`config.mk`:
```
export PLATFORM = sky130hd
export DESIGN_NAME = bft_top
export DESIGN_NICKNAME = d
export VERILOG_FILES = /design/src/rtl/bft_pkg.sv /design/src/rtl/bft_rx_filter.sv /design/src/rtl/bft_top.sv
export SDC_FILE = /design/constraint.sdc
export NUM_CORES = 1
export LEC_CHECK = 0
export BUFFER_PORTS_ARGS = -buffer_cell sky130_fd_sc_hd__buf_2
export CAP_MARGIN = 10
export CORE_ASPECT_RATIO = 1.2
export CORE_MARGIN = 2
export CORE_UTILIZATION = 59
export CTS_BUF_LIST = sky130_fd_sc_hd__clkbuf_2 sky130_fd_sc_hd__clkbuf_4 sky130_fd_sc_hd__clkbuf_8
export DETAILED_ROUTE_END_ITERATION = 8
export GPL_TIMING_DRIVEN = 0
export PLACE_DENSITY = 0.89
export SLEW_MARGIN = 10
export SYNTH_ARGS = -nofsm -noshare
export SYNTH_HDL_FRONTEND = slang
export SYNTH_HIERARCHICAL = 1
export SYNTH_SLANG_ARGS = --single-unit
```
`constraint.sdc`:
```
create_clock -name CLOCK_I -period 3.2 [get_ports CLOCK_I]
set_input_delay 0.48 -clock CLOCK_I [delete_from_list [all_inputs] [get_ports CLOCK_I]]
set_output_delay 0.48 -clock CLOCK_I [all_outputs]
set_load 0.02 [all_outputs]
```
`src/rtl/bft_pkg.sv`:
```
// package of the break field timer and receive assist block
// assumes one 200 MHz clock and a plain word-wide register port
package bft_pkg;
	// ****************************************
	// register offsets
	// ****************************************
	localparam int ADDR_W = 5;
	localparam logic [ADDR_W-1:0] OFF_EXT_CONTROL_0 = 5'h00;
	localparam logic [ADDR_W-1:0] OFF_EXT_CONTROL_2 = 5'h04;
	localparam logic [ADDR_W-1:0] OFF_EXT_IRQ_CONTROL = 5'h08;
	localparam logic [ADDR_W-1:0] OFF_EXT_STATUS = 5'h0c;
	localparam logic [ADDR_W-1:0] OFF_TIMER_MODE_REG = 5'h10;
	localparam logic [ADDR_W-1:0] OFF_TIMER_CONTROL_REG = 5'h14;
	localparam logic [ADDR_W-1:0] OFF_PRESCALE = 5'h18;
	localparam logic [ADDR_W-1:0] OFF_MAIN_COUNT = 5'h1c;
	// ****************************************
	// field positions
	// ****************************************
	localparam int BIT_RATE_MEASURE_ENABLE = 0;
	localparam int BIT_BREAK_DETECT_ENABLE = 1;
	localparam int POS_FILTER_CLOCK_SELECT = 0;
	localparam int POS_SAMPLE_TIMING = 4;
	localparam int BIT_BASE_CLOCK_HALVING = 6;
	localparam int BIT_BREAK_IRQ_ENABLE = 0;
	localparam int BIT_EDGE_EVENT_IRQ_ENABLE = 1;
	localparam int BIT_BREAK_DETECTED = 0;
	localparam int BIT_BREAK_SEEN = 1;
	localparam int BIT_HOLD = 2;
	localparam int POS_TIMER_MODE = 0;
	localparam int POS_TIMER_CLOCK_SOURCE = 4;
	localparam int BIT_TIMER_START = 0;
	// ****************************************
	// modes, states, reset values
	// ****************************************
	localparam logic [1:0] MODE_PLAIN_TIMER = 2'h0;
	localparam logic [1:0] MODE_BREAK_DETERMINE = 2'h1;
	localparam logic [1:0] MODE_BREAK_OUTPUT = 2'h2;
	localparam logic [3:0] SAMPLE_BASE_FULL = 4'h8;
	localparam logic [3:0] SAMPLE_BASE_HALF = 4'h4;
	localparam logic [7:0] RST_PRESCALE = 8'hff;
	localparam logic [7:0] RST_MAIN_COUNT = 8'hff;
	typedef enum logic [1:0] {T_IDLE = 2'b00, T_READY = 2'b01, T_COUNT = 2'b11} bft_tstate_e;
	typedef struct packed {
		logic [2:0] filter_clock_select;
		logic [1:0] sample_timing;
		logic base_clock_halving_select;
		logic [1:0] timer_mode_select;
		logic [2:0] timer_clock_source_select;
	} bft_cfg_s;
	localparam bft_cfg_s RST_CFG = 11'h000;
endpackage

```
`src/rtl/bft_rx_filter.sv`:
```
// three stage filter on the receive pin: the level changes only when all three samples agree
// assumes the sample tick is a one-cycle pulse of the module clock
`timescale 1ns/1ps
`default_nettype none
module bft_rx_filter
(
	input wire logic CLOCK_I,
	input wire logic SYS_RST_I,
	input wire logic sample_tick_i,
	input wire logic pin_i,
	output logic level_o
);
	logic [2:0] stage;
	logic [2:0] next_stage;
	logic next_level;

	// ****************************************
	// sample shift and match
	// ****************************************
	always_comb
	begin
		next_stage = stage;
		next_level = level_o;
		if (sample_tick_i)
		begin
			next_stage = {stage[1:0], pin_i};
		end
		if (stage == 3'h7)
		begin
			next_level = 1'b1;
		end
		else if (stage == 3'h0)
		begin
			next_level = 1'b0;
		end
	end

	always_ff @(posedge CLOCK_I)
	begin
		if (SYS_RST_I)
		begin
			stage <= 3'h7;
			level_o <= 1'b1;
		end
		else
		begin
			stage <= next_stage;
			level_o <= next_level;
		end
	end
endmodule
`default_nettype wire

```
`src/rtl/bft_top.sv`:
```
// break field timer, receive filter, rate measurement and sample timing
// assumes a plain register port: strobes one cycle, read data one cycle later
//Contract
//- receive filter needs three agreeing samples
//- filter sample clock chosen by three-bit field
//- measurement enabled by bit, paused during break
//- measurement begins when line high after break
//- each edge captures counters unless hold is set, reloads, edge interrupt
//- captured values held until software reads them
//- sample timing picks base cycle 8,10,12,14
//- halving select picks clock cycle 4 to 7
//- mode field: output, determine, plain timer
//- counter clock source chosen by three-bit field
//- output mode start drives transmit low, counts
//- output underflow drives high, sets break flag
//- start cleared reloads counters then stops
//- determine start waits ready, low starts count
//- determine high level reloads, returns to ready
//- determine underflow sets flag and interrupt
//- plain timer runs while start bit one
//- prescaler underflow steps the main down counter
//- plain timer underflow sets flag and interrupt
//- receive to channel blocked during break detection
//
// Design decisions made here: the address-and-strobe port and the register offsets.
`timescale 1ns/1ps
`default_nettype none
module bft_top
#(
	parameter int CNT_W = 8
)
(
	input wire logic CLOCK_I,
	input wire logic SYS_RST_I,
	input wire logic [bft_pkg::ADDR_W-1:0] ADDR_I,
	input wire logic [31:0] WDATA_I,
	input wire logic WR_I,
	input wire logic RD_I,
	output logic [31:0] RDATA_O,
	input wire logic RECEIVE_PIN_I,
	output logic TRANSMIT_PIN_O,
	output logic RXD_TO_CHANNEL_O,
	output logic [3:0] SAMPLE_CYCLE_O,
	output logic BREAK_INTERRUPT_O,
	output logic EDGE_EVENT_INTERRUPT_O
);
	import bft_pkg::*;

	function automatic logic tick_of(input logic [7:0] div, input logic [2:0] sel);
		logic [7:0] m;
		m = 8'((9'h1 << sel) - 9'h1);
		return (div & m) == m;
	endfunction

	logic rate_measure_enable, break_detect_enable, break_irq_enable, edge_event_irq_enable;
	logic break_detected_flag, break_seen, rx_pass, measuring, hold, rx_prev;
	bft_cfg_s cfg;
	bft_tstate_e tstate;
	logic [CNT_W-1:0] pre_set, main_set, prescale_down_counter, main_down_counter;
	logic [CNT_W-1:0] pre_buf, main_buf;
	logic [7:0] div;
	logic rx_level, filt_tick, src_tick;

	logic next_rate_measure_enable, next_break_detect_enable;
	logic next_break_irq_enable, next_edge_event_irq_enable;
	logic next_break_detected_flag, next_break_seen, next_rx_pass, next_measuring, next_hold;
	bft_cfg_s next_cfg;
	bft_tstate_e next_tstate;
	logic [CNT_W-1:0] next_pre_set, next_main_set, next_pre, next_main, next_pre_buf, next_main_buf;
	logic [7:0] next_div;
	logic [31:0] next_rdata;
	logic next_txd, next_rxd_ch, next_brk_irq, next_edge_irq;
	logic [3:0] next_sample_cycle;
	logic counting, underflow, brk_event, edge_seen, break_field, tcr_wr, reload;

	// ****************************************
	// receive filter
	// ****************************************
	assign filt_tick = tick_of(div, cfg.filter_clock_select);
	assign src_tick = tick_of(div, cfg.timer_clock_source_select);

	bft_rx_filter bft_rx_filter_i
	(
		.CLOCK_I(CLOCK_I),
		.SYS_RST_I(SYS_RST_I),
		.sample_tick_i(filt_tick),
		.pin_i(RECEIVE_PIN_I),
		.level_o(rx_level)
	);

	// ****************************************
	// next state
	// ****************************************
	always_comb
	begin
		next_rate_measure_enable = rate_measure_enable;
		next_break_detect_enable = break_detect_enable;
		next_break_irq_enable = break_irq_enable;
		next_edge_event_irq_enable = edge_event_irq_enable;
		next_break_detected_flag = break_detected_flag;
		next_break_seen = break_seen;
		next_rx_pass = rx_pass;
		next_measuring = measuring;
		next_hold = hold;
		next_cfg = cfg;
		next_tstate = tstate;
		next_pre_set = pre_set;
		next_main_set = main_set;
		next_pre = prescale_down_counter;
		next_main = main_down_counter;
		next_pre_buf = pre_buf;
		next_main_buf = main_buf;
		next_div = div + 8'h1;
		next_rdata = 32'h0;
		next_txd = TRANSMIT_PIN_O;
		next_brk_irq = 1'b0;
		next_edge_irq = 1'b0;
		tcr_wr = WR_I && ADDR_I == OFF_TIMER_CONTROL_REG;
		reload = 1'b0;
		// a low level seen once measuring has begun is data, not a break field
		break_field = cfg.timer_mode_select == MODE_BREAK_DETERMINE && tstate == T_COUNT
			&& !measuring;
		edge_seen = rx_level != rx_prev;
		counting = tstate == T_COUNT || (measuring && !break_field);
		underflow = 1'b0;
		// counter chain
		if (counting && src_tick)
		begin
			if (prescale_down_counter == '0)
			begin
				next_pre = pre_set;
				if (main_down_counter == '0)
				begin
					underflow = 1'b1;
					next_main = main_set;
				end
				else
				begin
					next_main = main_down_counter - 1'b1;
				end
			end
			else
			begin
				next_pre = prescale_down_counter - 1'b1;
			end
		end
		brk_event = underflow && tstate == T_COUNT;
		if (brk_event && cfg.timer_mode_select == MODE_BREAK_OUTPUT)
		begin
			next_txd = 1'b1;
		end
		if (brk_event && cfg.timer_mode_select == MODE_BREAK_DETERMINE)
		begin
			next_break_seen = 1'b1;
		end
		// break determination line tracking
		if (cfg.timer_mode_select == MODE_BREAK_DETERMINE)
		begin
			if (tstate == T_READY && !rx_level)
			begin
				next_tstate = T_COUNT;
			end
			else if (tstate == T_COUNT && rx_level)
			begin
				next_tstate = T_READY;
				reload = 1'b1;
			end
		end
		// rate measurement
		if (!rate_measure_enable)
		begin
			next_measuring = 1'b0;
		end
		else if (!measuring && break_seen && rx_level && !break_field)
		begin
			next_measuring = 1'b1;
			reload = 1'b1;
		end
		else if (measuring && edge_seen && !break_field)
		begin
			if (!hold)
			begin
				next_pre_buf = prescale_down_counter;
				next_main_buf = main_down_counter;
				next_hold = 1'b1;
			end
			reload = 1'b1;
			next_edge_irq = edge_event_irq_enable;
		end
		// receive path blocking
		if (!break_detect_enable)
		begin
			next_rx_pass = 1'b1;
		end
		else if (break_seen && rx_level)
		begin
			next_rx_pass = 1'b1;
		end
		// register writes
		if (WR_I)
		begin
			case (ADDR_I)
				OFF_EXT_CONTROL_0:
				begin
					next_rate_measure_enable = WDATA_I[BIT_RATE_MEASURE_ENABLE];
					next_break_detect_enable = WDATA_I[BIT_BREAK_DETECT_ENABLE];
					if (WDATA_I[BIT_BREAK_DETECT_ENABLE] && !break_detect_enable)
					begin
						next_rx_pass = 1'b0;
						next_break_seen = 1'b0;
					end
				end
				OFF_EXT_CONTROL_2:
				begin
					next_cfg.filter_clock_select = WDATA_I[POS_FILTER_CLOCK_SELECT +: 3];
					next_cfg.sample_timing = WDATA_I[POS_SAMPLE_TIMING +: 2];
					next_cfg.base_clock_halving_select = WDATA_I[BIT_BASE_CLOCK_HALVING];
				end
				OFF_EXT_IRQ_CONTROL:
				begin
					next_break_irq_enable = WDATA_I[BIT_BREAK_IRQ_ENABLE];
					next_edge_event_irq_enable = WDATA_I[BIT_EDGE_EVENT_IRQ_ENABLE];
				end
				OFF_EXT_STATUS:
				begin
					if (WDATA_I[BIT_BREAK_DETECTED])
					begin
						next_break_detected_flag = 1'b0;
					end
				end
				OFF_TIMER_MODE_REG:
				begin
					next_cfg.timer_mode_select = WDATA_I[POS_TIMER_MODE +: 2];
					next_cfg.timer_clock_source_select = WDATA_I[POS_TIMER_CLOCK_SOURCE +: 3];
				end
				OFF_TIMER_CONTROL_REG:
				begin
					if (WDATA_I[BIT_TIMER_START])
					begin
						case (cfg.timer_mode_select)
							MODE_BREAK_OUTPUT:
							begin
								next_tstate = T_COUNT;
								next_txd = 1'b0;
							end
							MODE_BREAK_DETERMINE:
							begin
								next_tstate = T_READY;
								next_break_seen = 1'b0;
								reload = 1'b1;
							end
							MODE_PLAIN_TIMER:
							begin
								next_tstate = T_COUNT;
							end
							default:
							begin
								next_tstate = tstate;
							end
						endcase
					end
					else
					begin
						next_tstate = T_IDLE;
						next_txd = 1'b1;
						reload = 1'b1;
					end
				end
				OFF_PRESCALE:
				begin
					next_pre_set = WDATA_I[CNT_W-1:0];
					reload = 1'b1;
				end
				OFF_MAIN_COUNT:
				begin
					next_main_set = WDATA_I[CNT_W-1:0];
					reload = 1'b1;
				end
				default:
				begin
					next_cfg = next_cfg;
				end
			endcase
		end
		if (reload)
		begin
			next_pre = WR_I && ADDR_I == OFF_PRESCALE ? WDATA_I[CNT_W-1:0] : pre_set;
			next_main = WR_I && ADDR_I == OFF_MAIN_COUNT ? WDATA_I[CNT_W-1:0] : main_set;
		end
		// set wins over clear
		if (brk_event)
		begin
			next_break_detected_flag = 1'b1;
			next_brk_irq = break_irq_enable;
		end
		// register reads
		if (RD_I)
		begin
			case (ADDR_I)
				OFF_EXT_CONTROL_0:
					next_rdata = 32'({break_detect_enable, rate_measure_enable});
				OFF_EXT_CONTROL_2:
					next_rdata = 32'({cfg.base_clock_halving_select, cfg.sample_timing, 1'b0,
						cfg.filter_clock_select});
				OFF_EXT_IRQ_CONTROL:
					next_rdata = 32'({edge_event_irq_enable, break_irq_enable});
				OFF_EXT_STATUS:
					next_rdata = 32'({hold, break_seen, break_detected_flag});
				OFF_TIMER_MODE_REG:
					next_rdata = 32'({cfg.timer_clock_source_select, 2'h0, cfg.timer_mode_select});
				OFF_TIMER_CONTROL_REG:
					next_rdata = 32'(tstate != T_IDLE);
				OFF_PRESCALE:
				begin
					next_rdata = 32'(hold ? pre_buf : prescale_down_counter);
					next_hold = next_hold && !hold;
				end
				OFF_MAIN_COUNT:
				begin
					next_rdata = 32'(hold ? main_buf : main_down_counter);
					next_hold = next_hold && !hold;
				end
				default:
					next_rdata = 32'h0;
			endcase
		end
		next_rxd_ch = rx_pass ? rx_level : 1'b1;
		if (cfg.base_clock_halving_select)
		begin
			next_sample_cycle = SAMPLE_BASE_HALF + {2'h0, cfg.sample_timing};
		end
		else
		begin
			next_sample_cycle = SAMPLE_BASE_FULL + {1'h0, cfg.sample_timing, 1'b0};
		end
	end

	// ****************************************
	// registers
	// ****************************************
	always_ff @(posedge CLOCK_I)
	begin
		if (SYS_RST_I)
		begin
			rate_measure_enable <= 1'b0;
			break_detect_enable <= 1'b0;
			break_irq_enable <= 1'b0;
			edge_event_irq_enable <= 1'b0;
			break_detected_flag <= 1'b0;
			break_seen <= 1'b0;
			rx_pass <= 1'b1;
			measuring <= 1'b0;
			hold <= 1'b0;
			rx_prev <= 1'b1;
			cfg <= RST_CFG;
			tstate <= T_IDLE;
			pre_set <= CNT_W'(RST_PRESCALE);
			main_set <= CNT_W'(RST_MAIN_COUNT);
			prescale_down_counter <= CNT_W'(RST_PRESCALE);
			main_down_counter <= CNT_W'(RST_MAIN_COUNT);
			pre_buf <= '0;
			main_buf <= '0;
			div <= 8'h0;
			RDATA_O <= 32'h0;
			TRANSMIT_PIN_O <= 1'b1;
			RXD_TO_CHANNEL_O <= 1'b1;
			SAMPLE_CYCLE_O <= SAMPLE_BASE_FULL;
			BREAK_INTERRUPT_O <= 1'b0;
			EDGE_EVENT_INTERRUPT_O <= 1'b0;
		end
		else
		begin
			rate_measure_enable <= next_rate_measure_enable;
			break_detect_enable <= next_break_detect_enable;
			break_irq_enable <= next_break_irq_enable;
			edge_event_irq_enable <= next_edge_event_irq_enable;
			break_detected_flag <= next_break_detected_flag;
			break_seen <= next_break_seen;
			rx_pass <= next_rx_pass;
			measuring <= next_measuring;
			hold <= next_hold;
			rx_prev <= rx_level;
			cfg <= next_cfg;
			tstate <= next_tstate;
			pre_set <= next_pre_set;
			main_set <= next_main_set;
			prescale_down_counter <= next_pre;
			main_down_counter <= next_main;
			pre_buf <= next_pre_buf;
			main_buf <= next_main_buf;
			div <= next_div;
			RDATA_O <= next_rdata;
			TRANSMIT_PIN_O <= next_txd;
			RXD_TO_CHANNEL_O <= next_rxd_ch;
			SAMPLE_CYCLE_O <= next_sample_cycle;
			BREAK_INTERRUPT_O <= next_brk_irq;
			EDGE_EVENT_INTERRUPT_O <= next_edge_irq;
		end
	end
endmodule
`default_nettype wire

```
== Word level (Yosys, flattened, before mapping) ==
Index checks and enable logic that the tools add are counted.

* Add/sub/neg operators: 7
* Bitwise operators: 9
* Reduce and logical (&&, ||, !) cells: 53
* Equality and inequality tests: 16
* Muxes and demuxes: 58
* Shift operators: 2

{| class="wikitable"
|+ Operators by type and width
! kind !! count
|-
| two-way mux 8 bit || 11
|-
| case mux 8 bit (8 select lines) || 1
|-
| two-way mux 1 bit || 36
|-
| subtractor 8 x 1 -> 8 bit, second input constant || 4
|-
| equality test 5 bit, second input constant || 4
|-
| logical AND 1 bit || 19
|-
| bitwise AND 8 bit || 2
|-
| equality test 8 bit || 2
|-
| zero test 8 bit || 2
|-
| << shifter 1 x 3 -> 8 bit, first input constant || 2
|-
| AND reduction 2 bit || 7
|-
| OR reduction 2 bit || 7
|-
| two-way mux 2 bit || 6
|-
| nonzero test 2 bit || 6
|-
| equality test 5 x 4 -> 1 bit, second input constant || 2
|-
| adder 8 x 1 -> 8 bit, second input constant || 1
|-
| NOT 1 bit || 7
|-
| equality test 5 x 3 -> 1 bit, second input constant || 1
|-
| zero test 1 bit || 5
|-
| zero test 5 bit || 1
|-
| != test 5 x 4 -> 1 bit, second input constant || 1
|-
| adder 3 x 2 -> 4 bit, first input constant || 1
|-
| adder 4 x 3 -> 4 bit, first input constant || 1
|-
| equality test 2 x 1 -> 1 bit, second input constant || 2
|-
| other kinds (12) || 14
|}

* Register bits after elaboration: 123
* Word-level logic and storage cells: 176
* Bits of input ports: 42

== Depth between registers and ports, before layout ==
* Word-level depth: 15
* Mapped depth: 10
* Mapped depth without buffers: 9

== By module ==
The synthesis kept the hierarchy.

{| class="wikitable"
|+ By module, submodules not included
! module !! times used !! cells each !! area each (um2) !! sequential area each (um2)
|-
| bft_top || 1 || 578 || 4837.1 || 1881.8
|-
| bft_rx_filter || 1 || 14 || 146.4 || 80.1
|}

== Worst setup path before layout ==
No wires, ideal clock.

* Kind: flip-flop to flip-flop
* Start: reg cfg[2] (netlist bit)
* End: reg main_down_counter[1]
* Arrival time: 2.230 ns
* Data required time: 3.062 ns
* Buffers on the path: 2
* Path slack: 0.832 ns
* Stages on the path, launching flop included: 11
* Clock period less this slack: 2.368 ns
* Cell sequence: dfxtp_1 > buf_6 > or3_2 > ha_1 > and2b_2 > mux2i_1 > nand4_2 > nor3_2 > buf_6 > mux2i_1 > a21oi_1

* Cells in the longest elaborated chain, start to end: 7

{| class="wikitable"
|+ Ends and longest elaborated chain
! what !! RTL line !! source
|-
| start, declared || bft_top.sv:57 || <nowiki>bft_cfg_s cfg;</nowiki>
|-
| start signal, assigned || bft_top.sv:383 || <nowiki>cfg <= next_cfg;</nowiki>
|-
| << shifter 1 x 3 -> 8 bit * || bft_top.sv:51 || <nowiki>m = 8'((9'h1 << sel) - 9'h1);</nowiki>
|-
| subtractor 8 x 1 -> 8 bit * || bft_top.sv:51 ||
|-
| bitwise AND 8 bit || bft_top.sv:52 || <nowiki>return (div & m) == m;</nowiki>
|-
| equality test 8 bit * || bft_top.sv:52 ||
|-
| logical AND 1 bit * || bft_top.sv:127 || <nowiki>if (counting && src_tick)</nowiki>
|-
| nonzero test 2 bit (no line) * || -- ||
|-
| AND reduction 2 bit (no line) * || -- ||
|-
| end signal, assigned || bft_top.sv:360 || <nowiki>main_down_counter <= CNT_W'(RST_MAIN_COUNT);</nowiki>
|-
| end signal, assigned || bft_top.sv:388 || <nowiki>main_down_counter <= next_main;</nowiki>
|-
| end, declared || bft_top.sv:59 || <nowiki>logic [CNT_W-1:0] pre_set, main_set, prescale_down_counter, main_down_counter;</nowiki>
|}

Mark *: on every way between the ends. The rest lies on a longest branch, timed or not.
A chain may end at the register's enable or synchronous reset.

== Worst setup path in the final report ==
* Start: reg cfg[0] (netlist bit)
* End: reg prescale_down_counter[4]

* Cells in the longest elaborated chain, start to end: 6

{| class="wikitable"
|+ Ends and longest elaborated chain
! what !! RTL line !! source
|-
| << shifter 1 x 3 -> 8 bit * || bft_top.sv:51 ||
|-
| subtractor 8 x 1 -> 8 bit * || bft_top.sv:51 ||
|-
| bitwise AND 8 bit || bft_top.sv:52 ||
|-
| equality test 8 bit * || bft_top.sv:52 ||
|-
| logical AND 1 bit * || bft_top.sv:127 ||
|-
| nonzero test 2 bit (no line) * || -- ||
|-
| end signal, assigned || bft_top.sv:359 || <nowiki>prescale_down_counter <= CNT_W'(RST_PRESCALE);</nowiki>
|-
| end signal, assigned || bft_top.sv:387 || <nowiki>prescale_down_counter <= next_pre;</nowiki>
|-
| end, declared || bft_top.sv:59 ||
|}

Marks and branches as above.

==> impl_metrics.py <==
metrics = {
    "floorplan": {
        "start_util_pct": 61.13,
        "io-pin-count": 82,
        "dieArea_mm2": 0.009201,
        "coreArea_mm2": 0.008153,
        "die_h_um": 104.7,
        "die_w_um": 87.90,
        "rows": 36,
    },
    "cells_and_area": {
        "final_cell_mix": "98 x dfxtp_1, 75 x nor2_1, 64 x nand2_1",
        "final_common_cell": "dfxtp_1",
        "drive_above_1_share_pct": 14.98,
        "area_growth_pct": 11.00,
        "final_net_count": 705,
        "insertedDiodeCount": 0,
    },
    "timing": {
        "hold_viol_final": 0,
        "tns_ps": 0,
        "rsz0062_at_grt": "false",
        "max_slew_margin_pct": 30.25,
        "max_freq_mhz": 359.6,
        "worst_clock_skew_ps": 7.989,
        "report.final.slew_viol_count": 0,
        "tightest_slew_ps": 1038,
        "period_share_pct": 86.91,
        "fin_crit_ps": 2781,
        "setup_violations": 0,
    },
    "worst_setup_path": {
        "start_kind": "flip-flop",
        "worstSetupPathType": "reg2reg",
        "worst-endpoint-required_ps": 3470,
        "arrival_ps": 3050,
        "slowest_delay_ps": 470,
        "endpoint_kind": "flip-flop",
        "path_cells": "inv_1 -> or3_2 -> ha_1 -> and2b_2 -> mux2i_1 -> nand4_2 -> nor2_1 -> buf_4 -> a21oi_1 -> a21o_1",
        "cp_slowest_cell": "or3_2",
        "critPathMaxFanout": 10,
    },
    "synth": {
        "seq_area_frac_synth_pct": 39.37,
        "ys_seq_elements": 98,
        "ys.flop_type": "dfxtp_1",
        "synth_top_area_cell": "dfxtp_1",
        "syn_inst": 592,
        "syn_area_per_cell_um2": 8.418,
        "synth-edff-count": 0,
        "synth.distinct_cells": 69,
        "synth_top_area_share_pct": 39.37,
        "synth_warnings": 6,
        "async_flop_share_pct": 0,
        "synth_area_mm2": 0.004984,
        "synth_area_leaders": "dfxtp_1 39%, mux2i_1 11%, nor2_1 5.6%",
    },
    "clock_tree": {
        "clock_latency_ps": 370,
        "htreeDepth": 3,
        "ctsHoldBuffers": 0,
        "post_cts_buffers": 0,
        "cts_resized": 0,
        "root_buffer": "clkbuf_8",
        "cts_buffer_depth": 2,
        "numClockSinks": 98,
        "clk_pin_slew_ps": 90,
        "cts_tree": "done",
        "cts_made_buffers": 9,
    },
    "route": {
        "drt-initial-drc-count": 466,
        "vias_per_cell": 5.835,
        "vias": 4522,
        "routed_wirelength_um": 12630,
        "drt.antenna.violating_nets": 0,
        "firstDrtPassIters": 6,
        "wl_per_cell_um": 16.29,
        "route.detailed.drc": 0,
    },
    "min_path": {
        "worstHoldPathType": "in2reg",
    },
    "pwr": {
        "irDropWorstVdd_v": 0.0002440,
        "power_mw": 2.112,
        "cellPowerDensity_mw_per_mm2": 381.8,
        "p_leak_nw": 2.154,
    },
    "run_status": {
        "outcome": "completed",
    },
    "global_route": {
        "grt_pass1_wl_um": 20490,
        "antenna_found_initial": 0,
        "grtUsageTotal_pct": 28.08,
        "grt_pass1_vias": 4411,
        "grt_max_degree": 16,
        "grt-ovfl-total": 0,
    },
    "flow_run": {
        "drv_cap": 0,
    },
    "placement": {
        "gp_congestion": 0.9700,
        "port_buffers": 31,
        "hpwl_um": 9422,
    },
}
[metal layers]
layer  part of all wire [%]  track usage (%)  up-vias  wire length, um
met5                      0                0        -                0
met4                    2.9            12.97        0              360
met3                    8.7            5.687       41             1097
met2                     51            47.13      247             6391
met1                     38            33.85     2073             4778
li1                       -                -     2161                -
[cells by family (layout without fill, tap and decap cells)]
logic type      count (synthesis)  after routing  synth area share (%)
xor+xnor                        8              8                 1.406
fa+ha+maj                       7              7                 1.707
flops                          98             98                 39.37
simple gates                  222            222                 20.94
mux                            59             59                 11.95
compound gates                125            125                 16.45
other cells                     1             24               0.07525
buf+inv                        72            118                 8.109
[cells in the mapped netlist, types with 4 or more instances]
cell type / n
a21o_1: 8
mux2i_1: 55
nand3_1: 29
mux2_2: 4
nand2b_1: 6
nand2_1: 64
clkbuf_1: 22
a211oi_1: 4
and3_1: 4
o211ai_1: 4
a31oi_1: 7
a221oi_1: 4
buf_4: 25
dfxtp_1: 98
inv_1: 15
xnor2_1: 5
nor2b_1: 6
ha_1: 6
o21ai_0: 21
a21oi_1: 50
nor2_1: 75
nor3_1: 9
[worst paths after layout]
kind	startpoint	cells past startpoint	slack [ps]	endpoint
max	cfg[0]$_SDFFE_PP0P_	10	420	prescale_down_counter[4]$_SDFFE_PP1P_
min	RECEIVE_PIN_I	2	330	bft_rx_filter_i/stage[0]$_SDFFE_PP1P_
max reg2reg	cfg[0]$_SDFFE_PP0P_	10	420	prescale_down_counter[4]$_SDFFE_PP1P_
min reg2reg	rx_pass$_SDFF_PP1_	1	390	RXD_TO_CHANNEL_O$_SDFF_PP1_
[worst max-delay path, delay by kind of cell (launching register included)]
family                     cells  cell delay, ps
and+or+nand+nor                4            1260
DFF                            1             420
buffers and inverters          2             330
AOI/OAI and AO/OA              2             270
adders and majority gates      1             240
muxes                          1             170
[stage by stage]
step	worst slack [ps]	cells	hold slack, ps	utilization [%]	cell area, um^2
floorplan	832.5	615	358.2	-	5070
global placement	592.8	760	370.6	65.84	5368
detailed placement	457.0	760	372.3	65.84	5368
CTS	447.6	775	327.9	67.85	5532
global route	294.9	775	339.1	67.85	5532
finish	419.0	775	326.1	67.85	5532
[registers in the layout, indices dropped and copies added, names as in the netlist, 2 cells and up]
name	count
RDATA_O	8
SAMPLE_CYCLE_O	4
bft_rx_filter_i/stage	3
cfg	11
div	7
main_buf	8
main_down_counter	8
main_set	8
pre_buf	8
pre_set	8
prescale_down_counter	8
tstate	2
[power by group]
group,internal [mW],switching [mW],total [mW],leakage [nW]
clock,0.284,0.417,0.701,0.0776
sequential,1.23,0.0141,1.24,0.793
combinational,0.0587,0.108,0.167,1.28
[final cells by class]
| cell class | count | area [um^2] |
|---|---|---|
| multi-input combinational | 445 | 2704 |
| clock inverter | 5 | 32.53 |
| inverter | 16 | 60.06 |
| sequential | 98 | 1962 |
| timing repair buffer | 31 | 155.1 |
| buffer | 56 | 344.1 |
| fill | 677 | 2621 |
| clock buffer | 10 | 131.4 |
| tap | 114 | 142.6 |
No activity file was read; power rests on OpenSTA's default activity.
